## config.mk

```make
export PLATFORM = sky130hd
export DESIGN_NAME = sac_conv_ctrl
export DESIGN_NICKNAME = d
export VERILOG_FILES = /design/src/sac_pkg.sv /design/src/sac_stream_if.sv /design/src/sac_pair_buf.sv /design/src/sac_conv_ctrl.sv
export SDC_FILE = /design/constraint.sdc
export NUM_CORES = 1
export LEC_CHECK = 0
export BUFFER_PORTS_ARGS = -buffer_cell sky130_fd_sc_hd__buf_2
export CORE_MARGIN = 8
export CORE_UTILIZATION = 60
export DETAILED_ROUTE_END_ITERATION = 10
export GPL_ROUTABILITY_DRIVEN = 0
export GPL_TIMING_DRIVEN = 0
export PLACE_DENSITY = 0.84
export SYNTH_ARGS = -nofsm -noshare
export SYNTH_HDL_FRONTEND = slang
export SYNTH_SLANG_ARGS = --single-unit
export TNS_END_PERCENT = 1
```

## constraint.sdc

```tcl
create_clock -name clk -period 5.58 [get_ports clk]
set_input_delay 1.116 -clock clk [delete_from_list [all_inputs] [get_ports clk]]
set_output_delay 1.116 -clock clk [all_outputs]
set_load 0.02 [all_outputs]
```

## src/sac_pkg.sv

```systemverilog
// constants, types and timing counts shared by the converter control block
// assumes a single 200 MHz clock and a synchronous active-high reset

package sac_pkg;

  // ************************************************************
  // clock and timing
  // ************************************************************
  localparam int CLK_NS        = 5;     // clock period in ns
  localparam int ACQ_FAST_NS   = 250;   // least acquisition, fastest mode
  localparam int ACQ_STD_NS    = 300;   // least acquisition, standard mode
  localparam int ACQ_LOW_NS    = 450;   // acquisition incl. wake, low power
  localparam int STEP_NS       = 60;    // least settle time of one trial step
  // least times round up to whole cycles
  localparam int ACQ_FAST_CYC  = (ACQ_FAST_NS + CLK_NS - 1) / CLK_NS;
  localparam int ACQ_STD_CYC   = (ACQ_STD_NS + CLK_NS - 1) / CLK_NS;
  localparam int ACQ_LOW_CYC   = (ACQ_LOW_NS + CLK_NS - 1) / CLK_NS;
  localparam int STEP_CYC      = (STEP_NS + CLK_NS - 1) / CLK_NS;

  // ************************************************************
  // word layout and codes
  // ************************************************************
  localparam int        RES_BITS  = 16;       // trial steps per conversion
  localparam logic [15:0] MSB_TRIAL = 16'h8000; // first trial, midscale
  localparam logic [15:0] CODE_MAX  = 16'hFFFF; // straight binary maximum
  localparam logic [15:0] CODE_MIN  = 16'h0000; // straight binary minimum
  localparam logic [15:0] SIGN_FLIP = 16'h8000; // binary to twos complement
  localparam logic [15:0] WORD_RST  = 16'h0000; // reset value of words

  typedef logic [7:0] sac_cnt_t;                // cycle counter

  // operating modes on the mode select input
  typedef enum logic [1:0] {
    SAC_MODE_FAST = 2'b00,
    SAC_MODE_STD  = 2'b01,
    SAC_MODE_LOW  = 2'b10
  } sac_mode_e;

  // control states
  typedef enum logic [2:0] {
    SAC_ST_ACQ   = 3'b000,  // array tracks the input
    SAC_ST_READY = 3'b001,  // acquisition done, waiting for start
    SAC_ST_TRIAL = 3'b010,  // successive approximation running
    SAC_ST_LATCH = 3'b011,  // result waiting to enter the buffer
    SAC_ST_PDOWN = 3'b100   // powered down, starts blocked
  } sac_state_e;

endpackage

```

## src/sac_stream_if.sv

```systemverilog
// valid/ready word carrier between the control block and its buffer
// assumes both ends run on the same clock

`timescale 1ns/1ps

interface sac_stream_if #(
  parameter int W = 16
);
  logic         valid;  // word offered
  logic         ready;  // word can be taken
  logic [W-1:0] data;   // the word

  modport src (output valid, output data, input ready);
  modport snk (input valid, input data, output ready);
endinterface

```

## src/sac_pair_buf.sv

```systemverilog
// small result buffer with valid and ready on both sides
// assumes one clock; depth is a power of two

`timescale 1ns/1ps

module sac_pair_buf #(
  parameter int W     = 16,
  parameter int DEPTH = 2
) (
  input  wire logic   clk,
  input  wire logic   rst,
  sac_stream_if.snk   fill,
  sac_stream_if.src   drain
);

  localparam int PW = $clog2(DEPTH);

  // ************************************************************
  // state
  // ************************************************************
  typedef struct packed {
    logic [DEPTH-1:0][W-1:0] mem;    // stored words
    logic [PW-1:0]           wr;     // write pointer
    logic [PW-1:0]           rd;     // read pointer
    logic [PW:0]             count;  // words held
  } sac_buf_s;

  sac_buf_s st_q;   // registered state
  sac_buf_s st_d;   // next state
  logic     push;   // word enters
  logic     pop;    // word leaves

  // full refuses the filler, which stalls the converter
  assign fill.ready  = (st_q.count < (PW+1)'(DEPTH));
  assign drain.valid = (st_q.count != '0);
  assign drain.data  = st_q.mem[st_q.rd];
  assign push        = fill.valid && fill.ready;
  assign pop         = drain.valid && drain.ready;

  // next state: write, read, count
  always_comb
  begin
    st_d = st_q;
    if (push)
    begin
      st_d.mem[st_q.wr] = fill.data;
      st_d.wr           = st_q.wr + 1'b1;
    end
    if (pop)
    begin
      st_d.rd = st_q.rd + 1'b1;
    end
    // simultaneous push and pop leave the count alone
    st_d.count = st_q.count + (PW+1)'(push) - (PW+1)'(pop);
  end

  // state register
  always_ff @(posedge clk)
  begin
    if (rst)
    begin
      st_q <= '0;
    end
    else
    begin
      st_q <= st_d;
    end
  end

endmodule // sac_pair_buf

```

## src/sac_conv_ctrl.sv

```systemverilog
// control logic of a 16-bit successive-approximation converter
// assumes an analog comparator and switch array outside; one 200 MHz clock
// Behaviour
// - start after acquisition on low start input
// - sixteen binary trials, most significant first
// - form final word, then drop busy
// - result belongs to this sample, no latency
// - three modes: fastest, standard, low power
// - standard mode has no idle limit
// - low power saves between conversions, slower throughput
// - coding select picks binary or twos complement
// - midscale 8000 binary, 0000 twos complement
// - over range gives max, under gives min
// - busy high from start until result latched
// - reset aborts any conversion
// - power down finishes conversion, then blocks

`timescale 1ns/1ps

module sac_conv_ctrl #(
  parameter int BUF_DEPTH = 2
) (
  input  wire logic        clk,                  // 200 MHz clock
  input  wire logic        rst,                  // synchronous reset
  input  wire logic        conversion_start_n,   // start, active low
  input  wire logic        output_coding_select, // 1 binary, 0 twos comp
  input  wire logic        power_down_request,   // power down
  input  wire logic [1:0]  mode_select,          // operating mode
  input  wire logic        comp_keep,            // sample >= trial code
  input  wire logic        over_range,           // input above full scale
  input  wire logic        under_range,          // input below full scale
  output logic             busy,                 // conversion in progress
  output logic             hold,                 // sample held
  output logic             array_ground_switch,  // 1: array to ground
  output logic             power_save,           // analog power reduced
  output logic [15:0]      trial_code,           // switch array setting
  output logic             result_valid,         // result word offered
  input  wire logic        result_ready,         // host takes the word
  output logic [15:0]      result_data           // result word
);

  // ************************************************************
  // state
  // ************************************************************
  typedef struct packed {
    sac_pkg::sac_state_e state;   // control state
    sac_pkg::sac_cnt_t   cnt;     // cycles left in phase
    logic [3:0]          idx;     // bit under trial
    logic [15:0]         sar;     // trial register
    logic                pend;    // falling start seen during acquisition
    logic                start_p; // start input one cycle ago
    logic                busy;    // busy flag
    logic [15:0]         word;    // coded result
  } sac_ctrl_s;

  sac_ctrl_s st_q;                // registered state
  sac_ctrl_s st_d;                // next state

  sac_stream_if #(.W(16)) to_buf ();   // control to buffer
  sac_stream_if #(.W(16)) from_buf (); // buffer to host

  // ************************************************************
  // helpers
  // ************************************************************
  // acquisition length per mode; an unused code behaves as standard
  function automatic sac_pkg::sac_cnt_t acq_len(input logic [1:0] m);
    sac_pkg::sac_cnt_t n;
    n = sac_pkg::sac_cnt_t'(sac_pkg::ACQ_STD_CYC - 1);
    if (m == sac_pkg::SAC_MODE_FAST)
      n = sac_pkg::sac_cnt_t'(sac_pkg::ACQ_FAST_CYC - 1);
    else if (m == sac_pkg::SAC_MODE_LOW)
      n = sac_pkg::sac_cnt_t'(sac_pkg::ACQ_LOW_CYC - 1);
    return n;
  endfunction

  // one-hot weight of a trial bit
  function automatic logic [15:0] bit_w(input logic [3:0] i);
    return 16'h0001 << i;
  endfunction

  logic start_now;   // start condition in ready state
  logic [15:0] raw;  // final straight binary code after saturation
  logic accepted;    // buffer took the word

  assign start_now = !conversion_start_n || st_q.pend;
  assign accepted  = to_buf.valid && to_buf.ready;

  // saturating decision of the last trial, straight binary
  always_comb
  begin
    raw = comp_keep ? st_q.sar : (st_q.sar & ~bit_w(st_q.idx));
    if (over_range)
      raw = sac_pkg::CODE_MAX;
    else if (under_range)
      raw = sac_pkg::CODE_MIN;
  end

  // ************************************************************
  // next state
  // ************************************************************
  always_comb
  begin
    st_d         = st_q;
    st_d.start_p = conversion_start_n;
    unique case (st_q.state)
      sac_pkg::SAC_ST_ACQ:
      begin
        // remember a short start pulse during acquisition; set only here
        if (st_q.start_p && !conversion_start_n)
          st_d.pend = 1'b1;
        if (power_down_request)
        begin
          st_d.state = sac_pkg::SAC_ST_PDOWN;
          st_d.pend  = 1'b0;
        end
        else if (st_q.cnt == '0)
          st_d.state = sac_pkg::SAC_ST_READY;
        else
          st_d.cnt = st_q.cnt - 1'b1;
      end
      sac_pkg::SAC_ST_READY:
      begin
        // level start: held low at acquisition end starts at once
        if (power_down_request)
        begin
          st_d.state = sac_pkg::SAC_ST_PDOWN;
          st_d.pend  = 1'b0;
        end
        else if (start_now)
        begin
          st_d.state = sac_pkg::SAC_ST_TRIAL;
          st_d.pend  = 1'b0;
          st_d.busy  = 1'b1;
          st_d.sar   = sac_pkg::MSB_TRIAL;
          st_d.idx   = 4'(sac_pkg::RES_BITS - 1);
          st_d.cnt   = sac_pkg::sac_cnt_t'(sac_pkg::STEP_CYC - 1);
        end
      end
      sac_pkg::SAC_ST_TRIAL:
      begin
        // power down is ignored here: the running conversion completes
        if (st_q.cnt != '0)
          st_d.cnt = st_q.cnt - 1'b1;
        else if (st_q.idx != 4'h0)
        begin
          // keep or drop this bit, then try the next lower one
          st_d.sar = (comp_keep ? st_q.sar
                                : (st_q.sar & ~bit_w(st_q.idx)))
                     | bit_w(st_q.idx - 1'b1);
          st_d.idx = st_q.idx - 1'b1;
          st_d.cnt = sac_pkg::sac_cnt_t'(sac_pkg::STEP_CYC - 1);
        end
        else
        begin
          // last step: code formed from this very sample
          st_d.sar   = raw;
          st_d.word  = output_coding_select ? raw
                       : (raw ^ sac_pkg::SIGN_FLIP);
          st_d.state = sac_pkg::SAC_ST_LATCH;
        end
      end
      sac_pkg::SAC_ST_LATCH:
      begin
        // busy stays up while the buffer is full, so no word is lost
        if (accepted)
        begin
          st_d.busy = 1'b0;
          st_d.cnt  = acq_len(mode_select);
          st_d.state = power_down_request ? sac_pkg::SAC_ST_PDOWN
                                          : sac_pkg::SAC_ST_ACQ;
        end
      end
      sac_pkg::SAC_ST_PDOWN:
      begin
        // starts are blocked until the request is withdrawn
        if (!power_down_request)
        begin
          st_d.state = sac_pkg::SAC_ST_ACQ;
          st_d.cnt   = acq_len(mode_select);
        end
      end
      default:
      begin
        st_d.state = sac_pkg::SAC_ST_ACQ;
      end
    endcase
  end

  // state register; reset drops any conversion at once
  always_ff @(posedge clk)
  begin
    if (rst)
    begin
      st_q.state   <= sac_pkg::SAC_ST_ACQ;
      st_q.cnt     <= sac_pkg::sac_cnt_t'(sac_pkg::ACQ_STD_CYC - 1);
      st_q.idx     <= 4'h0;
      st_q.sar     <= sac_pkg::WORD_RST;
      st_q.pend    <= 1'b0;
      st_q.start_p <= 1'b1;
      st_q.busy    <= 1'b0;
      st_q.word    <= sac_pkg::WORD_RST;
    end
    else
    begin
      st_q <= st_d;
    end
  end

  // ************************************************************
  // outputs and buffer
  // ************************************************************
  assign busy                = st_q.busy;
  assign hold                = st_q.busy;
  assign array_ground_switch = (st_q.state == sac_pkg::SAC_ST_ACQ) ||
                               (st_q.state == sac_pkg::SAC_ST_READY);
  // low power idles the analog part while waiting for a start
  assign power_save = (st_q.state == sac_pkg::SAC_ST_PDOWN) ||
                      ((st_q.state == sac_pkg::SAC_ST_READY) &&
                       (mode_select == sac_pkg::SAC_MODE_LOW));
  assign trial_code          = st_q.sar;
  assign to_buf.valid        = (st_q.state == sac_pkg::SAC_ST_LATCH);
  assign to_buf.data         = st_q.word;
  assign result_valid        = from_buf.valid;
  assign result_data         = from_buf.data;
  assign from_buf.ready      = result_ready;

  sac_pair_buf #(
    .W     (16),
    .DEPTH (BUF_DEPTH)
  ) u_buf (
    .clk   (clk),
    .rst   (rst),
    .fill  (to_buf),
    .drain (from_buf)
  );

  // ************************************************************
  // checks
  // ************************************************************
  localparam int MIN_CONV = 192;   // sixteen steps of twelve cycles
  int unsigned busy_len;           // cycles busy has been high

  always_ff @(posedge clk)
  begin
    if (rst || !st_q.busy)
      busy_len <= 0;
    else
      busy_len <= busy_len + 1;
  end
endmodule // sac_conv_ctrl

```

---- Word-level counts from Yosys, hierarchy flattened ----
Index checks and enable logic that the tools add are counted.
storage, ports and cells
  input port bits ......................... 11
  logic and storage cells ................. 113
  flip-flop bits (word level) ............. 86
  output and inout bits ................... 37
operators by class
  magnitude comparators ................... 4
  shift operators ......................... 2
  mux-type cells .......................... 38
  reductions and logical operators ........ 26
  add/sub/neg operators ................... 6
  equality and inequality tests ........... 18
  bitwise gates (word level) .............. 6
operators by type and width
  kind                    number
  $mux W16                8
  $pmux W20 S2            1
  $pmux W8 S5             1
  $bwmux W32              1
  $mux W32                1
  $mux W8                 4
  $shl A1 B4 Y16 const A  2
  $mux W28                1
  $mux W11                2
  $mux W20                1
  $mux W3                 6
  $ne A2 B2 Y1 const B    9
  $and A16 B16 Y16        1
  $demux W16 S1           1
  $not A16 Y16            1
  $or A16 B16 Y16         1
  $pmux W3 S5             1
  $mux W12                1
  $ne A3 B3 Y1 const B    4
  $logic_not A8 Y1        1
  $reduce_and A4 Y1       2
  $reduce_and A8 Y1       1
  $reduce_bool A2 Y1      4
  $reduce_bool A8 Y1      1
  26 further kinds        44

---- Logic depth before layout (Yosys ltp) ----
  depth after elaboration ................. 9
  depth in mapped cells ................... 10
  mapped depth without buffers ............ 8

---- Hierarchy ----
From an unflattened synthesis, not the netlist that was laid out.
unflattened totals
  cells, all modules ...................... 616
  area, all modules ....................... 5009.8 µm²
by module, submodules not included
  module         cells an instance  sequential area each (µm²)  instances  area an instance (µm²)
  sac_conv_ctrl  451                1001.0                      1          3462.1
  sac_pair_buf   165                720.7                       1          1547.7

---- Worst setup path before layout ----
Ideal clock, no wire load.
  path kind ............................... input to output
  start point ............................. input port mode_select[1]
  end point ............................... output port power_save
  buffers on the path ..................... 0
  cell stages on the path ................. 3
  required time ........................... 4.464 ns
  slack ................................... 2.750 ns
  data arrival time ....................... 1.714 ns
  cell sequence ........................... nor2b_1 -> nand2_1 -> a21oi_1
between the ends
  word-level cells in the longest chain between the ends .. 3
ends and longest elaborated chain
  item                 RTL line              RTL
  from (decl)          sac_conv_ctrl.sv:28   input wire logic [1:0] mode_select,
  $eq A2 B2 Y1         sac_conv_ctrl.sv:219  (mode_select == sac_pkg::SAC_MODE_LOW));
  $logic_and A1 B1 Y1  sac_conv_ctrl.sv:218  ((st_q.state == sac_pkg::SAC_ST_READY) &&
  $logic_or A1 B1 Y1   sac_conv_ctrl.sv:217  assign power_save = (st_q.state == sac_pkg::SAC_ST_PDOWN) ||
  to (decl)            sac_conv_ctrl.sv:35   output logic power_save,
No other way between the ends.

---- Final worst setup path ----
  start point ............................. register u_buf.st_q[2] in the netlist's numbering
  end point ............................... output port result_data[7]
between the ends
  word-level cells in the longest chain between the ends .. 2
ends and longest elaborated chain
  item                                         RTL line             RTL
  from (decl)                                  sac_pair_buf.sv:28   sac_buf_s st_q;
  from (signal assigned)                       sac_pair_buf.sv:66   st_q <= st_d;
  $mux W16 (implied by the code) (2 in a row)  sac_pair_buf.sv:36   assign drain.data = st_q.mem[st_q.rd];
  to (decl)                                    sac_conv_ctrl.sv:39  output logic [15:0] result_data
No other way between the ends. The select of a mux whose other input is x is not followed.

==> qor.txt <==
status: finished clean
All-Layer GR Usage: 24.0%
dominant cell type by area after synthesis: dfxtp_1
Pleak: 2.11 nW
max_slew headroom: 42.2%
global-route wire length before repair: 22100 um
synth unique cells: 74
clock sinks: 86
Post-synth EDFFs: 0
PostCTS Resize Cnt: 0
R2R Path End: trial_code[3]
Yosys reg bits: 86
Most common cell on crit path: clkbuf_1
Area growth, synth to finish: 12.4%
clock-pin slew on the worst setup and hold paths: 0.10 ns
Final ANT Viol Nets: 0
initial core utilization: 61.6%
routed wire length: 13100 um
post-route cell area: 5320 um^2
CTS tree: yes
kind of critical path: reg2out
Starting DRT DRC Count: 417
cells along the critical path: clkbuf_1 > clkbuf_1 > mux2_2 > buf_2
hold_sp: to_buf.data[12]
CP peak stage delay: 0.53 ns
worst skew pair latency: 0.37 ns
R2R cell count: 10
Worst setup SP type: register
IO Port Bufs: 46
Post-DP HPWL: 9340 um
busiest grt layer: met2
hold path cells: 2
post-CTS setup buffer count: 0
post-synthesis sequential area ratio: 36.4%
R2R Setup Slk: 2.98 ns
CP Capture Type: primary output
Pre-antenna DRT Iters: 5
antenna violations before repair: 0
share of layout cells above drive strength 1: 21.7%
Final TNS setup: 0 ns
Post-Syn Area: 4730 um^2
# H-tree levels: 3
width of the die: 105 um
met3 Use GR: 4.30%
FFs w/ async S/R, synth: 0%
core box area: 7690 um^2
Clock Path Buffers: 2
Die ar.: 11000 um^2
Residual DRC: 0
Via Count: 4638
Setup violations, final: 0
top post-synthesis cells by count: nand2_1, dfxtp_1, a21oi_1, nor2_1, o21ai_0
Max VDD drop: 0.134 mV
Synth top area share: 36.4%
clock skew: 0.0187 ns
DR vias/cell: 6.13
hold-fix buffers at CTS: 0
Mapped Nets: 613
Wirelength per Cell: 17.3 um
Final Max Slew Viols: 0
WP data required: 4.46 ns
crit share post-route: 59.1%
met2 Track Usage GR: 39.9%
Placed Area: 5090 um^2
Max Clock Freq: 0.303 GHz
Worst Hold Class: reg2reg
Root Driver: clkbuf_8
cts bufs inserted: 9
syn_area_per_cell: 7.98 um^2
RSZ-0062 raised after global routing: false
max-cap violations: 0
Synth Instances: 593
WHS Endpoint: u_buf.st_q[32]
Overflow after GRT: 0
Final Hold Vio Count: 0
fin crit period: 3.30 ns
I/O pin count: 48
Worst Tran Pin Value: 0.860 ns
nets: 670
Antenna Cells: 0
largest net degree at the start of global routing: 17
row count: 32
grt met1 use: 30.2%
worst hold slack: 0.459 ns
P per Cell Area: 269 nW/um^2
Die Height: 105 um
slowest cell on the critical path: clkbuf_1
crit-path max FO: 10
RR Startpoint: st_q[35]
crit path DAT: 2.18 ns
number of global-route vias before repair: 4442
Synth Warn #: 0
count leader, synth: nand2_1
largest cells by area after synthesis: dfxtp_1, nand2_1, a21oi_1
ys flop type: dfxtp_1
[kinds of logic after synthesis]
| group | Yosys count | synth area share, % |
|---|---|---|
| compound gates | 164 | 22.9 |
| xor+xnor | 5 | 0.925 |
| fa+ha+maj | 9 | 2.38 |
| buf+inv | 72 | 7.69 |
| flops | 86 | 36.4 |
| mux | 18 | 4.31 |
| simple gates | 239 | 25.5 |
[cells in the final DEF, fill, tap and decap left out, drive strengths merged, types with 3 or more instances in the layout]
master,instances
xnor2,4
nand4,3
o21a,3
a211oi,12
a21oi,56
nand2,105
a221oi,7
o41ai,4
nand3b,9
ha,9
inv,16
o21ai,28
nor2b,6
nand3,5
or3,3
and2,7
nor3b,8
nand2b,10
a32oi,5
o31a,3
a21boi,3
nor2,54
a31oi,9
o22ai,9
nor4,3
dfxtp,86
clkbuf,32
nor3,13
mux2,16
buf,81
o21bai,3
a31o,6
and3,3
[area by class of cell]
class                      count  area, um^2
timing repair buffer          46         230
sequential                    86        1720
fill                         651        2370
clock buffer                   9         124
inverter                      14        52.6
tap                          102         128
buffer                        58         312
multi-input combinational    435        2650
clock inverter                 7         105
[state kept, by name (all words and copies together) (netlist names)]
name / count
trial_code: 16
st_q: 17
to_buf.data: 16
busy: 1
u_buf.st_q: 36
[stage by stage]
stage	setup WS [ns]	std cells	total power, mW	util, %
after floorplan	2.75	593	0.866	-
after global placement	2.63	741	0.928	66.2
after detailed placement	2.62	741	0.936	66.2
after CTS	2.26	757	1.43	69.2
after global routing	2.17	757	1.49	69.2
final	2.28	757	1.43	69.2
[metal layers]
| metal | routed length [um] | vias up | share of wire, % |
|---|---|---|---|
| met5 | 0 | - | 0 |
| met4 | 389 | 0 | 3.0 |
| met3 | 943 | 53 | 7.2 |
| met2 | 6210 | 235 | 47 |
| met1 | 5570 | 2151 | 42 |
| li1 | - | 2199 | - |
[where the power goes]
| group | switching [mW] | internal, mW |
|---|---|---|
| Sequential | 0.0201 | 0.630 |
| Combinational | 0.172 | 0.106 |
| Clock | 0.246 | 0.258 |
[critical path: cells and delay by family, from the launching register on]
family                 cells  cell delay [ns]
buffers and inverters      3             1.09
flip-flops                 1             0.31
multiplexers               1             0.42
[worst max-delay path by stage]
| stage | startpoint | endpoint | slack, ns |
|---|---|---|---|
| final | u_buf.st_q[2] | result_data[7] | 2.28 |
| after global routing | u_buf.st_q[2] | result_data[7] | 2.17 |
| after CTS | u_buf.st_q[2] | result_data[7] | 2.26 |
| after detailed placement | mode_select[0] | power_save | 2.62 |
| after global placement | mode_select[0] | power_save | 2.63 |
| after floorplan | mode_select[1] | power_save | 2.75 |
No activity file was read; power rests on OpenSTA's default activity.
